File: src/verilog/bci_defines.vh
`ifndef BCI_DEFINES_VH
`define BCI_DEFINES_VH
// ****************************************
// register byte offsets
// ****************************************
`define BCI_OFS_STATUS 8'h00
`define BCI_OFS_READING 8'h04
`define BCI_OFS_BASELINE 8'h08
`define BCI_OFS_VALUE 8'h0C
`define BCI_OFS_SETTINGS 8'h10
`define BCI_OFS_SETUP 8'h14
`define BCI_OFS_MSG0 8'h20
`define BCI_OFS_MSG3 8'h2C
// ****************************************
// status field positions
// ****************************************
`define BCI_ST_FUNC_LSB 0
`define BCI_ST_RANGE_LSB 4
`define BCI_ST_AUTO 8
`define BCI_ST_ZERO 9
`define BCI_ST_READY 10
`define BCI_ST_BUSERR 11
`define BCI_ST_CMDERR 12
`define BCI_ST_MSGMODE 13
`define BCI_ST_SCAN 14
`define BCI_ST_SMOOTH 15
`define BCI_ST_REFJ 16
`define BCI_ST_VALKNOWN 17
`define BCI_ST_PENDING 18
// ****************************************
// limits and reset values
// ****************************************
`define BCI_FUNC_MAX 4'hD
`define BCI_RANGE_MAX 4'h8
`define BCI_ZERO_MAX 4'h2
`define BCI_USEL_MAX 4'h7
`define BCI_DELAY_MAX 17'h0EA60
`define BCI_MSG_LEN 14
`define BCI_FUNC_RST 4'h0
`define BCI_RANGE_RST 4'h0
// ****************************************
// timing
// ****************************************
`define BCI_CLK_MHZ 25
`define BCI_SETUP_US 10
`define BCI_SETUP_CYC ((`BCI_SETUP_US) * (`BCI_CLK_MHZ))
`endif
File: src/verilog/bci_command_interpreter.v
// Overview of operation
// - execute character X makes the device carry out the buffered commands.
// - command bytes without X are buffered and left unapplied, except the supplied value, stored as soon as its argument ends.
// - on X, buffered commands apply only if every command was valid.
// - a lone X changes no mode; device remains listening.
// - function codes 0..13 select the measurement function.
// - after a function change, ready only once front end setup completes.
// - power-up and device clear restore function, range and zero defaults.
// - range codes 0..8; code 0 is autorange or first sensor type.
// - a fixed range code cancels autoranging.
// - after a range change, ready only once range setup completes.
// - zero 0 disables offset; 1 captures input as stored baseline.
// - zero 2 uses supplied value as baseline; reading is input minus it.
// - zero 2 without a supplied value acts as zero 1.
// - power-up and device clear reset the supplied value to zero.
// - status-output codes 0..7 select which word is transmitted.
// - delay argument accepted from 0 to 60000 ms.
// - message of up to 14 characters; bare display command cancels it.
// - self-test runs program, working and nonvolatile memory tests.
// - panel-button command acts as pressing button n.
// - junction code 0 measures; code 1 uses supplied value.
// - smoothing filter code 0 off, code 1 on.
// - bytes arriving without remote enable are ignored and flag a bus error.
`include "bci_defines.vh"
module bci_command_interpreter (
  input wire aclk,
  input wire aresetn,
  input wire [7:0] rx_byte,
  input wire rx_valid,
  input wire remote_enable,
  input wire device_clear,
  input wire [31:0] meas_value,
  input wire [31:0] s_axi_awaddr,
  input wire s_axi_awvalid,
  output reg s_axi_awready,
  input wire [31:0] s_axi_wdata,
  input wire [3:0] s_axi_wstrb,
  input wire s_axi_wvalid,
  output reg s_axi_wready,
  output reg [1:0] s_axi_bresp,
  output reg s_axi_bvalid,
  input wire s_axi_bready,
  input wire [31:0] s_axi_araddr,
  input wire s_axi_arvalid,
  output reg s_axi_arready,
  output reg [31:0] s_axi_rdata,
  output reg [1:0] s_axi_rresp,
  output reg s_axi_rvalid,
  input wire s_axi_rready,
  output reg [3:0] func_reg,
  output reg [3:0] range_reg,
  output reg autorange_reg,
  output reg zero_en_reg,
  output reg reading_ready_reg,
  output reg [31:0] reading_reg,
  output reg [2:0] send_status_word_reg,
  output reg scanner_enabled_reg,
  output reg [16:0] trigger_delay_ms_reg,
  output reg memory_self_test_reg,
  output reg press_panel_button_reg,
  output reg [7:0] button_id_reg,
  output reg show_text_message_reg,
  output reg ref_junction_value_reg,
  output reg smoothing_filter_on_reg,
  output reg bus_error_reg
);
  // ****************************************
  // parser states
  // ****************************************
  localparam ST_IDLE = 2'b00;
  localparam ST_ARG = 2'b01;
  localparam ST_MSG = 2'b10;
  localparam [15:0] SETUP_CYC = `BCI_SETUP_CYC;

  function is_digit;
    input [7:0] c;
    begin
      is_digit = (c >= 8'h30) && (c <= 8'h39);
    end
  endfunction

  function [31:0] acc10;
    input [31:0] a;
    input [7:0] c;
    begin
      acc10 = (a << 3) + (a << 1) + {28'h0000000, c[3:0]};
    end
  endfunction

  reg [1:0] state_reg;
  reg [7:0] letter_reg;
  reg [31:0] arg_reg;
  reg have_digit_reg;
  reg neg_reg;
  reg invalid_reg;
  reg any_pending_reg;
  reg [7:0] msg_mem [0:13];
  reg [7:0] pmsg [0:13];
  reg [3:0] msg_cnt_reg;
  // pending shadow copies
  reg pf_set, pr_set, pz_set, pu_set, pa_set, pw_set, pj_set, ph_set, pd_set;
  reg po_set, pn_set;
  reg [3:0] pf, pr, pz;
  reg [2:0] pu;
  reg pa, po, pn, pd_cancel;
  reg [16:0] pw;
  reg [7:0] ph;
  reg [31:0] value_reg;
  reg value_known_reg;
  reg [31:0] baseline_reg;
  reg cmd_error_reg;
  reg [15:0] setup_cnt_reg;
  reg [15:0] setup_len_reg;
  integer i;

  wire rx_ok = rx_valid && remote_enable;
  wire is_letter = (rx_byte >= 8'h41) && (rx_byte <= 8'h5A);
  wire in_arg_end = rx_ok && (state_reg == ST_ARG) && !is_digit(rx_byte)
                    && !(letter_reg == 8'h56 && (rx_byte == 8'h2D || rx_byte == 8'h2B));
  wire [31:0] argv = neg_reg ? (32'h00000000 - arg_reg) : arg_reg;
  // argument closed by the execute byte applies in the same cycle
  wire close_bad = in_arg_end && letter_reg_bad(letter_reg, arg_reg, have_digit_reg);
  wire cl_f = in_arg_end && (letter_reg == 8'h46);
  wire cl_r = in_arg_end && (letter_reg == 8'h52);
  wire cl_z = in_arg_end && (letter_reg == 8'h5A);
  wire cl_u = in_arg_end && (letter_reg == 8'h55);
  wire cl_a = in_arg_end && (letter_reg == 8'h41);
  wire cl_w = in_arg_end && (letter_reg == 8'h57);
  wire cl_j = in_arg_end && (letter_reg == 8'h4A);
  wire cl_h = in_arg_end && (letter_reg == 8'h48);
  wire cl_o = in_arg_end && (letter_reg == 8'h4F);
  wire cl_n = in_arg_end && (letter_reg == 8'h4E);
  wire [3:0] nf = cl_f ? arg_reg[3:0] : pf;
  wire [3:0] nr = cl_r ? arg_reg[3:0] : pr;
  wire [3:0] nz = cl_z ? arg_reg[3:0] : pz;

  // ****************************************
  // parser and executor
  // ****************************************
  always @(posedge aclk) begin
    memory_self_test_reg <= 1'b0;
    press_panel_button_reg <= 1'b0;
    if (!aresetn || device_clear) begin
      state_reg <= ST_IDLE;
      letter_reg <= 8'h00;
      arg_reg <= 32'h00000000;
      have_digit_reg <= 1'b0;
      neg_reg <= 1'b0;
      invalid_reg <= 1'b0;
      any_pending_reg <= 1'b0;
      {pf_set, pr_set, pz_set, pu_set, pa_set, pw_set} <= 6'h00;
      {pj_set, ph_set, pd_set, po_set, pn_set} <= 5'h00;
      pf <= 4'h0; pr <= 4'h0; pz <= 4'h0; pu <= 3'h0;
      pa <= 1'b0; po <= 1'b0; pn <= 1'b0; pd_cancel <= 1'b0;
      pw <= 17'h00000; ph <= 8'h00; msg_cnt_reg <= 4'h0;
      // defaults restore
      // restore defaults
      func_reg <= `BCI_FUNC_RST;
      range_reg <= `BCI_RANGE_RST;
      autorange_reg <= 1'b1;
      zero_en_reg <= 1'b0;
      baseline_reg <= 32'h00000000;
      value_reg <= 32'h00000000;
      value_known_reg <= 1'b0;
      send_status_word_reg <= 3'h0;
      scanner_enabled_reg <= 1'b0;
      trigger_delay_ms_reg <= 17'h00000;
      button_id_reg <= 8'h00;
      show_text_message_reg <= 1'b0;
      ref_junction_value_reg <= 1'b0;
      smoothing_filter_on_reg <= 1'b0;
      cmd_error_reg <= 1'b0;
      reading_ready_reg <= 1'b0;
      setup_cnt_reg <= SETUP_CYC;
      for (i = 0; i < `BCI_MSG_LEN; i = i + 1) begin
        msg_mem[i] <= 8'h20;
        pmsg[i] <= 8'h20;
      end
    end else begin
      if (setup_cnt_reg != 16'h0000) begin
        setup_cnt_reg <= setup_cnt_reg - 16'h0001;
        reading_ready_reg <= 1'b0;
      end else begin
        reading_ready_reg <= 1'b1;
      end
      // close out a numeric command when its argument ends
      // hold until execute; V stores its value at once
      if (in_arg_end) begin
        any_pending_reg <= 1'b1;
        state_reg <= ST_IDLE;
        case (letter_reg)
          8'h46: begin
            if (!have_digit_reg || arg_reg > {28'h0, `BCI_FUNC_MAX}) invalid_reg <= 1'b1;
            pf <= arg_reg[3:0]; pf_set <= 1'b1;
          end
          8'h52: begin
            if (!have_digit_reg || arg_reg > {28'h0, `BCI_RANGE_MAX}) invalid_reg <= 1'b1;
            pr <= arg_reg[3:0]; pr_set <= 1'b1;
          end
          8'h5A: begin
            if (!have_digit_reg || arg_reg > {28'h0, `BCI_ZERO_MAX}) invalid_reg <= 1'b1;
            pz <= arg_reg[3:0]; pz_set <= 1'b1;
          end
          8'h55: begin
            if (!have_digit_reg || arg_reg > {28'h0, `BCI_USEL_MAX}) invalid_reg <= 1'b1;
            pu <= arg_reg[2:0]; pu_set <= 1'b1;
          end
          8'h41: begin
            if (!have_digit_reg || arg_reg > 32'h00000001) invalid_reg <= 1'b1;
            pa <= arg_reg[0]; pa_set <= 1'b1;
          end
          8'h57: begin
            if (!have_digit_reg || arg_reg > {15'h0, `BCI_DELAY_MAX}) invalid_reg <= 1'b1;
            pw <= arg_reg[16:0]; pw_set <= 1'b1;
          end
          8'h4A: begin
            if (!have_digit_reg || arg_reg != 32'h00000000) invalid_reg <= 1'b1;
            pj_set <= 1'b1;
          end
          8'h48: begin
            if (!have_digit_reg || arg_reg > 32'h000000FF) invalid_reg <= 1'b1;
            ph <= arg_reg[7:0]; ph_set <= 1'b1;
          end
          8'h4F: begin
            if (!have_digit_reg || arg_reg > 32'h00000001) invalid_reg <= 1'b1;
            po <= arg_reg[0]; po_set <= 1'b1;
          end
          8'h4E: begin
            if (!have_digit_reg || arg_reg > 32'h00000001) invalid_reg <= 1'b1;
            pn <= arg_reg[0]; pn_set <= 1'b1;
          end
          8'h56: begin
            if (!have_digit_reg) begin
              invalid_reg <= 1'b1;
            end else begin
              value_reg <= argv;
              value_known_reg <= 1'b1;
            end
          end
          default: invalid_reg <= 1'b1;
        endcase
      end
      if (rx_ok) begin
        case (state_reg)
          ST_MSG: begin
            if (rx_byte == 8'h58) begin
              pd_cancel <= (msg_cnt_reg == 4'h0);
            end else if (msg_cnt_reg < `BCI_MSG_LEN) begin
              pmsg[msg_cnt_reg] <= rx_byte;
              msg_cnt_reg <= msg_cnt_reg + 4'h1;
            end else begin
              invalid_reg <= 1'b1;
            end
          end
          ST_ARG: begin
            if (is_digit(rx_byte)) begin
              arg_reg <= acc10(arg_reg, rx_byte);
              have_digit_reg <= 1'b1;
            end else if (!in_arg_end) begin
              neg_reg <= (rx_byte == 8'h2D);
            end
          end
          default: begin
          end
        endcase
        if ((state_reg != ST_ARG && state_reg != ST_MSG) || in_arg_end) begin
          if (rx_byte == 8'h58) begin
          end else if (rx_byte == 8'h44) begin
            state_reg <= ST_MSG;
            pd_set <= 1'b1;
            msg_cnt_reg <= 4'h0;
            any_pending_reg <= 1'b1;
          end else if (is_letter) begin
            state_reg <= ST_ARG;
            letter_reg <= rx_byte;
            arg_reg <= 32'h00000000;
            have_digit_reg <= 1'b0;
            neg_reg <= 1'b0;
          end else if (rx_byte != 8'h20) begin
            invalid_reg <= 1'b1;
          end
        end
        if (rx_byte == 8'h58) begin
          state_reg <= ST_IDLE;
          invalid_reg <= 1'b0;
          any_pending_reg <= 1'b0;
          {pf_set, pr_set, pz_set, pu_set, pa_set, pw_set} <= 6'h00;
          {pj_set, ph_set, pd_set, po_set, pn_set} <= 5'h00;
          cmd_error_reg <= invalid_reg || close_bad;
          if (!invalid_reg && !close_bad) begin
            if (pf_set || cl_f) begin
              func_reg <= nf;
              setup_cnt_reg <= setup_len_reg;
              reading_ready_reg <= 1'b0;
            end
            if (pr_set || cl_r) begin
              range_reg <= nr;
              autorange_reg <= (nr == 4'h0);
              setup_cnt_reg <= setup_len_reg;
              reading_ready_reg <= 1'b0;
            end
            if (pz_set || cl_z) begin
              zero_en_reg <= (nz != 4'h0);
              if (nz == 4'h2 && value_known_reg) baseline_reg <= value_reg;
              else if (nz != 4'h0) baseline_reg <= meas_value;
            end
            if (pu_set || cl_u) send_status_word_reg <= cl_u ? arg_reg[2:0] : pu;
            if (pa_set || cl_a) scanner_enabled_reg <= cl_a ? arg_reg[0] : pa;
            if (pw_set || cl_w) trigger_delay_ms_reg <= cl_w ? arg_reg[16:0] : pw;
            if (pj_set || cl_j) memory_self_test_reg <= 1'b1;
            if (ph_set || cl_h) begin
              press_panel_button_reg <= 1'b1;
              button_id_reg <= cl_h ? arg_reg[7:0] : ph;
            end
            if (pd_set) begin
              show_text_message_reg <= !(state_reg == ST_MSG ? msg_cnt_reg == 4'h0
                                         : pd_cancel);
              for (i = 0; i < `BCI_MSG_LEN; i = i + 1) begin
                msg_mem[i] <= pmsg[i];
              end
            end
            if (po_set || cl_o) ref_junction_value_reg <= cl_o ? arg_reg[0] : po;
            if (pn_set || cl_n) smoothing_filter_on_reg <= cl_n ? arg_reg[0] : pn;
          end
        end
      end
    end
  end

  // an argument closed by X itself must be checked in the same cycle
  function letter_reg_bad;
    input [7:0] l;
    input [31:0] a;
    input hd;
    begin
      case (l)
        8'h46: letter_reg_bad = !hd || a > 32'h0000000D;
        8'h52: letter_reg_bad = !hd || a > 32'h00000008;
        8'h5A: letter_reg_bad = !hd || a > 32'h00000002;
        8'h55: letter_reg_bad = !hd || a > 32'h00000007;
        8'h41, 8'h4F, 8'h4E: letter_reg_bad = !hd || a > 32'h00000001;
        8'h57: letter_reg_bad = !hd || a > 32'h0000EA60;
        8'h4A: letter_reg_bad = !hd || a != 32'h00000000;
        8'h48: letter_reg_bad = !hd || a > 32'h000000FF;
        8'h56: letter_reg_bad = !hd;
        default: letter_reg_bad = 1'b1;
      endcase
    end
  endfunction

  // ****************************************
  // bus error and reading path
  // ****************************************
  always @(posedge aclk) begin
    if (!aresetn || device_clear) begin
      bus_error_reg <= 1'b0;
      reading_reg <= 32'h00000000;
    end else begin
      if (rx_valid && !remote_enable) bus_error_reg <= 1'b1;
      else if (rx_ok && rx_byte == 8'h58) bus_error_reg <= 1'b0;
      reading_reg <= zero_en_reg ? (meas_value - baseline_reg) : meas_value;
    end
  end

  // ****************************************
  // axi4-lite slave
  // ****************************************
  wire [7:0] waddr = s_axi_awaddr[7:0];
  wire [7:0] raddr = s_axi_araddr[7:0];
  wire [3:0] midx = {raddr[3:2], 2'b00};
  reg [31:0] rd_mux;
  reg rd_ok;

  always @* begin
    rd_ok = 1'b1;
    rd_mux = 32'h00000000;
    case (raddr)
      `BCI_OFS_STATUS: begin
        rd_mux[`BCI_ST_FUNC_LSB +: 4] = func_reg;
        rd_mux[`BCI_ST_RANGE_LSB +: 4] = range_reg;
        rd_mux[`BCI_ST_AUTO] = autorange_reg;
        rd_mux[`BCI_ST_ZERO] = zero_en_reg;
        rd_mux[`BCI_ST_READY] = reading_ready_reg;
        rd_mux[`BCI_ST_BUSERR] = bus_error_reg;
        rd_mux[`BCI_ST_CMDERR] = cmd_error_reg;
        rd_mux[`BCI_ST_MSGMODE] = show_text_message_reg;
        rd_mux[`BCI_ST_SCAN] = scanner_enabled_reg;
        rd_mux[`BCI_ST_SMOOTH] = smoothing_filter_on_reg;
        rd_mux[`BCI_ST_REFJ] = ref_junction_value_reg;
        rd_mux[`BCI_ST_VALKNOWN] = value_known_reg;
        rd_mux[`BCI_ST_PENDING] = any_pending_reg;
      end
      `BCI_OFS_READING: rd_mux = reading_reg;
      `BCI_OFS_BASELINE: rd_mux = baseline_reg;
      `BCI_OFS_VALUE: rd_mux = value_reg;
      `BCI_OFS_SETTINGS: rd_mux = {4'h0, button_id_reg, send_status_word_reg, trigger_delay_ms_reg};
      `BCI_OFS_SETUP: rd_mux = {16'h0000, setup_len_reg};
      8'h20, 8'h24, 8'h28: rd_mux = {msg_mem[midx + 4'h3], msg_mem[midx + 4'h2],
                                     msg_mem[midx + 4'h1], msg_mem[midx]};
      `BCI_OFS_MSG3: rd_mux = {16'h0000, msg_mem[13], msg_mem[12]};
      default: rd_ok = 1'b0;
    endcase
  end

  always @(posedge aclk) begin
    if (!aresetn) begin
      s_axi_awready <= 1'b0;
      s_axi_wready <= 1'b0;
      s_axi_bvalid <= 1'b0;
      s_axi_bresp <= 2'b00;
      s_axi_arready <= 1'b0;
      s_axi_rvalid <= 1'b0;
      s_axi_rresp <= 2'b00;
      s_axi_rdata <= 32'h00000000;
      setup_len_reg <= SETUP_CYC;
    end else begin
      s_axi_awready <= 1'b0;
      s_axi_wready <= 1'b0;
      s_axi_arready <= 1'b0;
      if (s_axi_bvalid && s_axi_bready) s_axi_bvalid <= 1'b0;
      if (s_axi_rvalid && s_axi_rready) s_axi_rvalid <= 1'b0;
      if (s_axi_awvalid && s_axi_wvalid && !s_axi_bvalid && !s_axi_awready) begin
        s_axi_awready <= 1'b1;
        s_axi_wready <= 1'b1;
        s_axi_bvalid <= 1'b1;
        s_axi_bresp <= (waddr == `BCI_OFS_SETUP) ? 2'b00 : 2'b10;
        if (waddr == `BCI_OFS_SETUP) begin
          if (s_axi_wstrb[0]) setup_len_reg[7:0] <= s_axi_wdata[7:0];
          if (s_axi_wstrb[1]) setup_len_reg[15:8] <= s_axi_wdata[15:8];
        end
      end
      if (s_axi_arvalid && !s_axi_rvalid && !s_axi_arready) begin
        s_axi_arready <= 1'b1;
        s_axi_rvalid <= 1'b1;
        s_axi_rdata <= rd_mux;
        s_axi_rresp <= rd_ok ? 2'b00 : 2'b10;
      end
    end
  end
endmodule

File: config.mk
export PLATFORM = sky130hd
export DESIGN_NAME = bci_command_interpreter
export DESIGN_NICKNAME = d
export VERILOG_FILES = /design/src/verilog/bci_command_interpreter.v
export VERILOG_INCLUDE_DIRS = /design/src /design/src/verilog
export SDC_FILE = /design/constraint.sdc
export NUM_CORES = 1
export LEC_CHECK = 0
export CAP_MARGIN = 20
export CELL_PAD_IN_SITES_DETAIL_PLACEMENT = 0
export CELL_PAD_IN_SITES_GLOBAL_PLACEMENT = 1
export CORE_ASPECT_RATIO = 1.5
export CORE_MARGIN = 2
export CORE_UTILIZATION = 56
export CTS_BUF_LIST = sky130_fd_sc_hd__clkbuf_2 sky130_fd_sc_hd__clkbuf_4 sky130_fd_sc_hd__clkbuf_8
export CTS_CLUSTER_DIAMETER = 150
export CTS_CLUSTER_SIZE = 20
export DETAILED_ROUTE_END_ITERATION = 10
export DONT_BUFFER_PORTS = 1
export PLACE_DENSITY_LB_ADDON = 0.08
export SETUP_SLACK_MARGIN = 0.15
export SYNTH_ARGS = -nofsm -noshare
export SYNTH_HDL_FRONTEND = slang
export SYNTH_SLANG_ARGS = --single-unit
File: constraint.sdc
create_clock -name aclk -period 12 [get_ports aclk]
set_input_delay 0.6 -clock aclk [delete_from_list [all_inputs] [get_ports aclk]]
set_output_delay 0.6 -clock aclk [all_outputs]
set_load 0.1 [all_outputs]
After elaboration in Yosys (flattened, before gate mapping)
Memories as Yosys holds them, arrays and structs flattened.
Cells that the tools add are included.
{"block": "classes", "reduce_logical": 108, "mux": 171, "n_eq_ne": 31, "n_bitwise": 18, "magnitude_cmp": 12, "addsub": 9}
{"op": "$mux 32", "n": 10}
{"op": "$pmux 19 s8", "n": 1}
{"op": "$mux 8", "n": 16}
{"op": "$mux 1", "n": 115}
{"op": "$eq 8x7->1 const B", "n": 13}
{"op": "$mux 16", "n": 6}
{"op": "$pmux 13 s5", "n": 1}
{"op": "$gt 32x4->1 const B", "n": 2}
{"op": "$eq 8x6->1 const B", "n": 6}
{"op": "$mux 4", "n": 10}
{"op": "$reduce_and 4->1", "n": 10}
{"op": "$add 32x32->32", "n": 1}
{"op": "$add 32x4->32", "n": 1}
{"op": "$gt 32x1->1 const B", "n": 1}
{"op": "$gt 32x16->1 const B", "n": 1}
{"op": "$gt 32x2->1 const B", "n": 1}
{"op": "$gt 32x3->1 const B", "n": 1}
{"op": "$gt 32x8->1 const B", "n": 1}
{"op": "$reduce_bool 32->1", "n": 1}
{"op": "$sub 1x32->32 const A", "n": 1}
{"op": "$sub 32x32->32", "n": 1}
{"op": "$logic_and 1x1->1", "n": 30}
{"op": "$eq 8x5->1 const B", "n": 3}
{"op": "$logic_or 1x1->1", "n": 22}
{"op": "other kinds (35)", "n": 94}
{"block": "word_totals", "in_bits": 150, "output_inout_bits": 119, "ff_bits": 321, "word_cells": 410, "mem_bits_rw": 224, "n_memories": 2}
{"memory": "msg_mem", "depth": 14, "width": 8, "read_ports": 6, "rd_ports_with_merged_regs": 0, "wr": 14, "line": "bci_command_interpreter.v:97", "rtl": "reg [7:0] msg_mem [0:13];"}
{"memory": "pmsg", "depth": 14, "width": 8, "read_ports": 14, "rd_ports_with_merged_regs": 0, "wr": 14, "line": "bci_command_interpreter.v:98", "rtl": "reg [7:0] pmsg [0:13];"}

Depth between registers and ports, before layout
{"block": "logic_depth", "ltp_word": 14, "ltp_mapped": 14}

Worst setup path before layout
Ideal clock, no wire load.
{"block": "synth_path", "path_kind": "flip-flop to flip-flop", "start": "register arg_reg[1]", "end": "memory msg_mem[0][0], enable pin", "required_time_ns": 11.526, "setup_slack_ns": 6.781, "path_stages_with_launch": 12, "period_less_slack_ns": 5.219, "arrival_ns": 4.744, "setup_time_ns": 0.474, "n_path_buf": 1, "cell_sequence": "dfxtp_1 clkbuf_1 inv_1 ha_1 or4b_2 o21ai_0 nand4b_1 a2bb2oi_2 nand4_1 a21oi_2 nand2_1 nand2_1"}
{"item": "start: declaration", "line": "bci_command_interpreter.v:92", "rtl": "reg [31:0] arg_reg;"}
{"item": "start signal: assignment", "line": "bci_command_interpreter.v:257", "rtl": "arg_reg <= acc10(arg_reg, rx_byte);"}
{"item": "end: declaration", "line": "bci_command_interpreter.v:97"}

==> run_results.csv <==
group,metric,value,unit
yosys,yosysTopAreaCell,"edfxtp_1",
power,ir_drop,0.0001068,V
yosys,synth_most_common_cell,"dfxtp_1",
floorplanning,start_util,56.78,%
yosys,seq_area_frac_synth,47.32,%
placement,placed_cells,3244,
hold_path,min_from,"meas_value[10]",
clocking,cts-root-buf,"clkbuf_8",
cells_and_area,area.sequential,13120,um2
setup_path,cp_data_required_time,12.30,ns
clocking,cts-root-to-sink-buffers,3,
setup_path,start_kind,"flip-flop",
yosys,synth_edf_count,224,
yosys,synth_flop_cell,"dfxtp_1",
power,p_leak,0.01080,uW
setup_path,regToRegStartpoint,"arg_reg[1]",
clocking,htree_levels,1,
yosys,ys_top_cells_by_area,"edfxtp_1 24%, dfxtp_1 23%, mux2i_1 4.9%, ha_1 4.5%, nor2_1 3.5%",
hold_path,hold_path.class,"in2reg",
status,outcome,"complete, no violations",
sta,rsz0062_at_grt,"false",
cells_and_area,drive_gt1_share,8.170,%
sta,relSlewSlack,20.84,%
yosys,ys_warn_count,0,
grt,grt_pass1_wl,117600,um
sta,finalSetupTns,0,ns
placement,dpl_cell_area,28010,um2
flow_run,drv_cap,0,
clocking,clock_latency,0.71,ns
sta,slew_viol_final,0,
setup_path,worstPathArrival,5.06,ns
grt,grt_max_degree,88,
route,wl_per_cell,23.63,um
yosys,synth-seq-cells,543,
sta,worstMarginPinSlew,1.186,ns
grt,grt_pass1_vias,19790,
route,drt_wl_total,78280,um
setup_path,endpoint_kind,"flip-flop",
sta,period_minus_slack,4.759,ns
cells_and_area,reg.largest.list,"msg_mem (112), pmsg (112)",
cells_and_area,final_area,28790,um2
placement,place_congestion,0.9789,
setup_path,crit_type,"reg2reg",
yosys,synth.distinct_cells,96,
floorplanning,die_w,185.6,um
yosys,netlist_area,27710,um2
floorplanning,die_area,51310,um2
yosys,synth_top_area_share,24.28,%
grt,gr-usage-all-layers,30.12,%
cells_and_area,multiInputGateArea,13620,um2
sta,setup_viol,0,
floorplanning,ios,269,
cells_and_area,fillCellCount,4346,
yosys,async_flop_share,0,%
route,drt-pass1-iter-count,5,
power,power_density,108.1,nW/um2
sta,finalClockSkew,0.03799,ns
clocking,cts_inserted_buffers,31,
cells_and_area,stdcell_count,3313,
route,vias,20230,
clocking,tritoncts,"yes",
route,vias_per_cell,6.105,
sta,hold_violations,0,
placement,io_buffers,0,
route,drt-initial-drc-count,1327,
yosys,synth.avg_cell_area,10.07,um2
clocking,clk_pin_slew,0.14,ns
cells_and_area,synthToLayoutAreaGrowth,3.901,%
floorplanning,core-area,48800,um2
grt,grt_overflow,0,
floorplanning,num_rows,99,
sta,clock.fmax,210.1,MHz
yosys,ys_top_cells_by_count,"319 x dfxtp_1, 255 x nor2_1, 224 x edfxtp_1",
setup_path,cp_max_fo,80,
clocking,clock_sinks,543,
setup_path,crit_start,"arg_reg[1]",
grt,antenna_found_initial,1,
cells_and_area,nets,2893,
sta,fin_crit_sh,39.66,%
placement,place_hpwl,56020,um
floorplanning,die_h,276.4,um
route,antenna_left,0,
route,drc,0,
yosys,syn_inst,2752,
## worst paths after layout
| check | slack [ns] | end | depth (start not counted) |
|---|---|---|---|
| worst max register to register | 7.24 | msg_mem[3][1] | 11 |
| worst max-delay path | 7.24 | msg_mem[3][1] | 11 |
| worst min register to register | 0.46 | pw[13] | 2 |
| worst min-delay path | 0.03 | reading_reg[10] | 2 |
## worst max-delay path, stage by stage (launching register included)
cell,delay [ns]
dfxtp_1,0.39
inv_1,0.25
ha_1,0.34
o21ba_2,0.18
a211oi_1,0.04
a2111o_1,0.39
a2111oi_0,0.58
nand4_1,0.26
a21oi_2,0.44
nand2_1,0.20
nand2_4,0.36
buf_4,0.78
## timing repair
action                                 in CTS  in global routing
hold buffers                               18                  0
setup buffers                               0                  0
endpoints found under the hold margin      28                  0
resized for setup                           0                  0
## cell families (layout without fill, tap and decap cells)
kind of cell / count (synthesis) / count (layout) / share of synthesized area, %
buffers and inverters: 258 / 161 / 3.883
adders and majority gates: 102 / 102 / 4.687
DFF: 543 / 543 / 47.32
other: 1 / 3 / 0.01353
and+or+nand+nor: 1001 / 1001 / 18.86
AOI/OAI and AO/OA: 565 / 565 / 14.00
xor gates and xnor gates: 97 / 97 / 3.066
muxes: 185 / 185 / 8.164
## layout make-up
cell class                      count  share of cell area [%]
Sequential cell                   543                   45.55
Inverter                           64                  0.8344
Antenna cell                        1                0.008692
Multi-Input combinational cell   1952                   47.30
Clock buffer                       46                   1.873
Timing Repair Buffer               49                   1.469
Clock inverter                      2                  0.1086
Tap cell                          656                   2.851
## placed cells by master, fill, tap and decap left out, types with 19 or more instances in the layout
master / n
edfxtp_1: 224
clkbuf_8: 31
buf_4: 29
nand2b_1: 55
a31o_2: 19
o31ai_1: 25
o21ai_0: 103
nor3b_1: 21
and3_1: 107
inv_1: 63
nor2_1: 255
xor2_1: 54
mux4_2: 31
dfxtp_1: 317
a221oi_1: 22
a22oi_1: 21
a21oi_1: 153
ha_1: 99
a21o_1: 23
and2_1: 137
a211oi_2: 20
a211oi_1: 52
nor3_1: 37
mux2i_1: 136
nand2_1: 180
xnor2_1: 43
nor2b_1: 46
nand3_1: 55
## power by group
group,switching [uW],total (uW),internal [uW]
Clock,579,870,292
Sequential,90.0,2050,1960
Combinational,120,190,69.6
Total,789,3110,2320
## metal layers
metal	vias up	part of all wire (%)	track usage, %
met1	9782	39	35.90
met5	-	0	0
met3	150	5.7	3.978
met2	581	50	52.62
li1	9713	-	-
met4	0	5.8	15.42
## metrics by stage
| step | power, uW | setup slack [ns] | utilization [%] | hold slack (ns) |
|---|---|---|---|---|
| after global routing | 3213 | 6.972 | 58.99 | 0.01123 |
| after CTS | 3125 | 7.284 | 58.93 | 0.0002828 |
| after floorplan | 2238 | 6.781 | - | 0.4236 |
| after global placement | 2269 | 7.467 | 57.38 | 0.4364 |
| after detailed placement | 2275 | 7.372 | 57.39 | 0.4434 |
| final | 3111 | 7.241 | 58.99 | 0.02643 |
(Power assumes the default switching activity.)
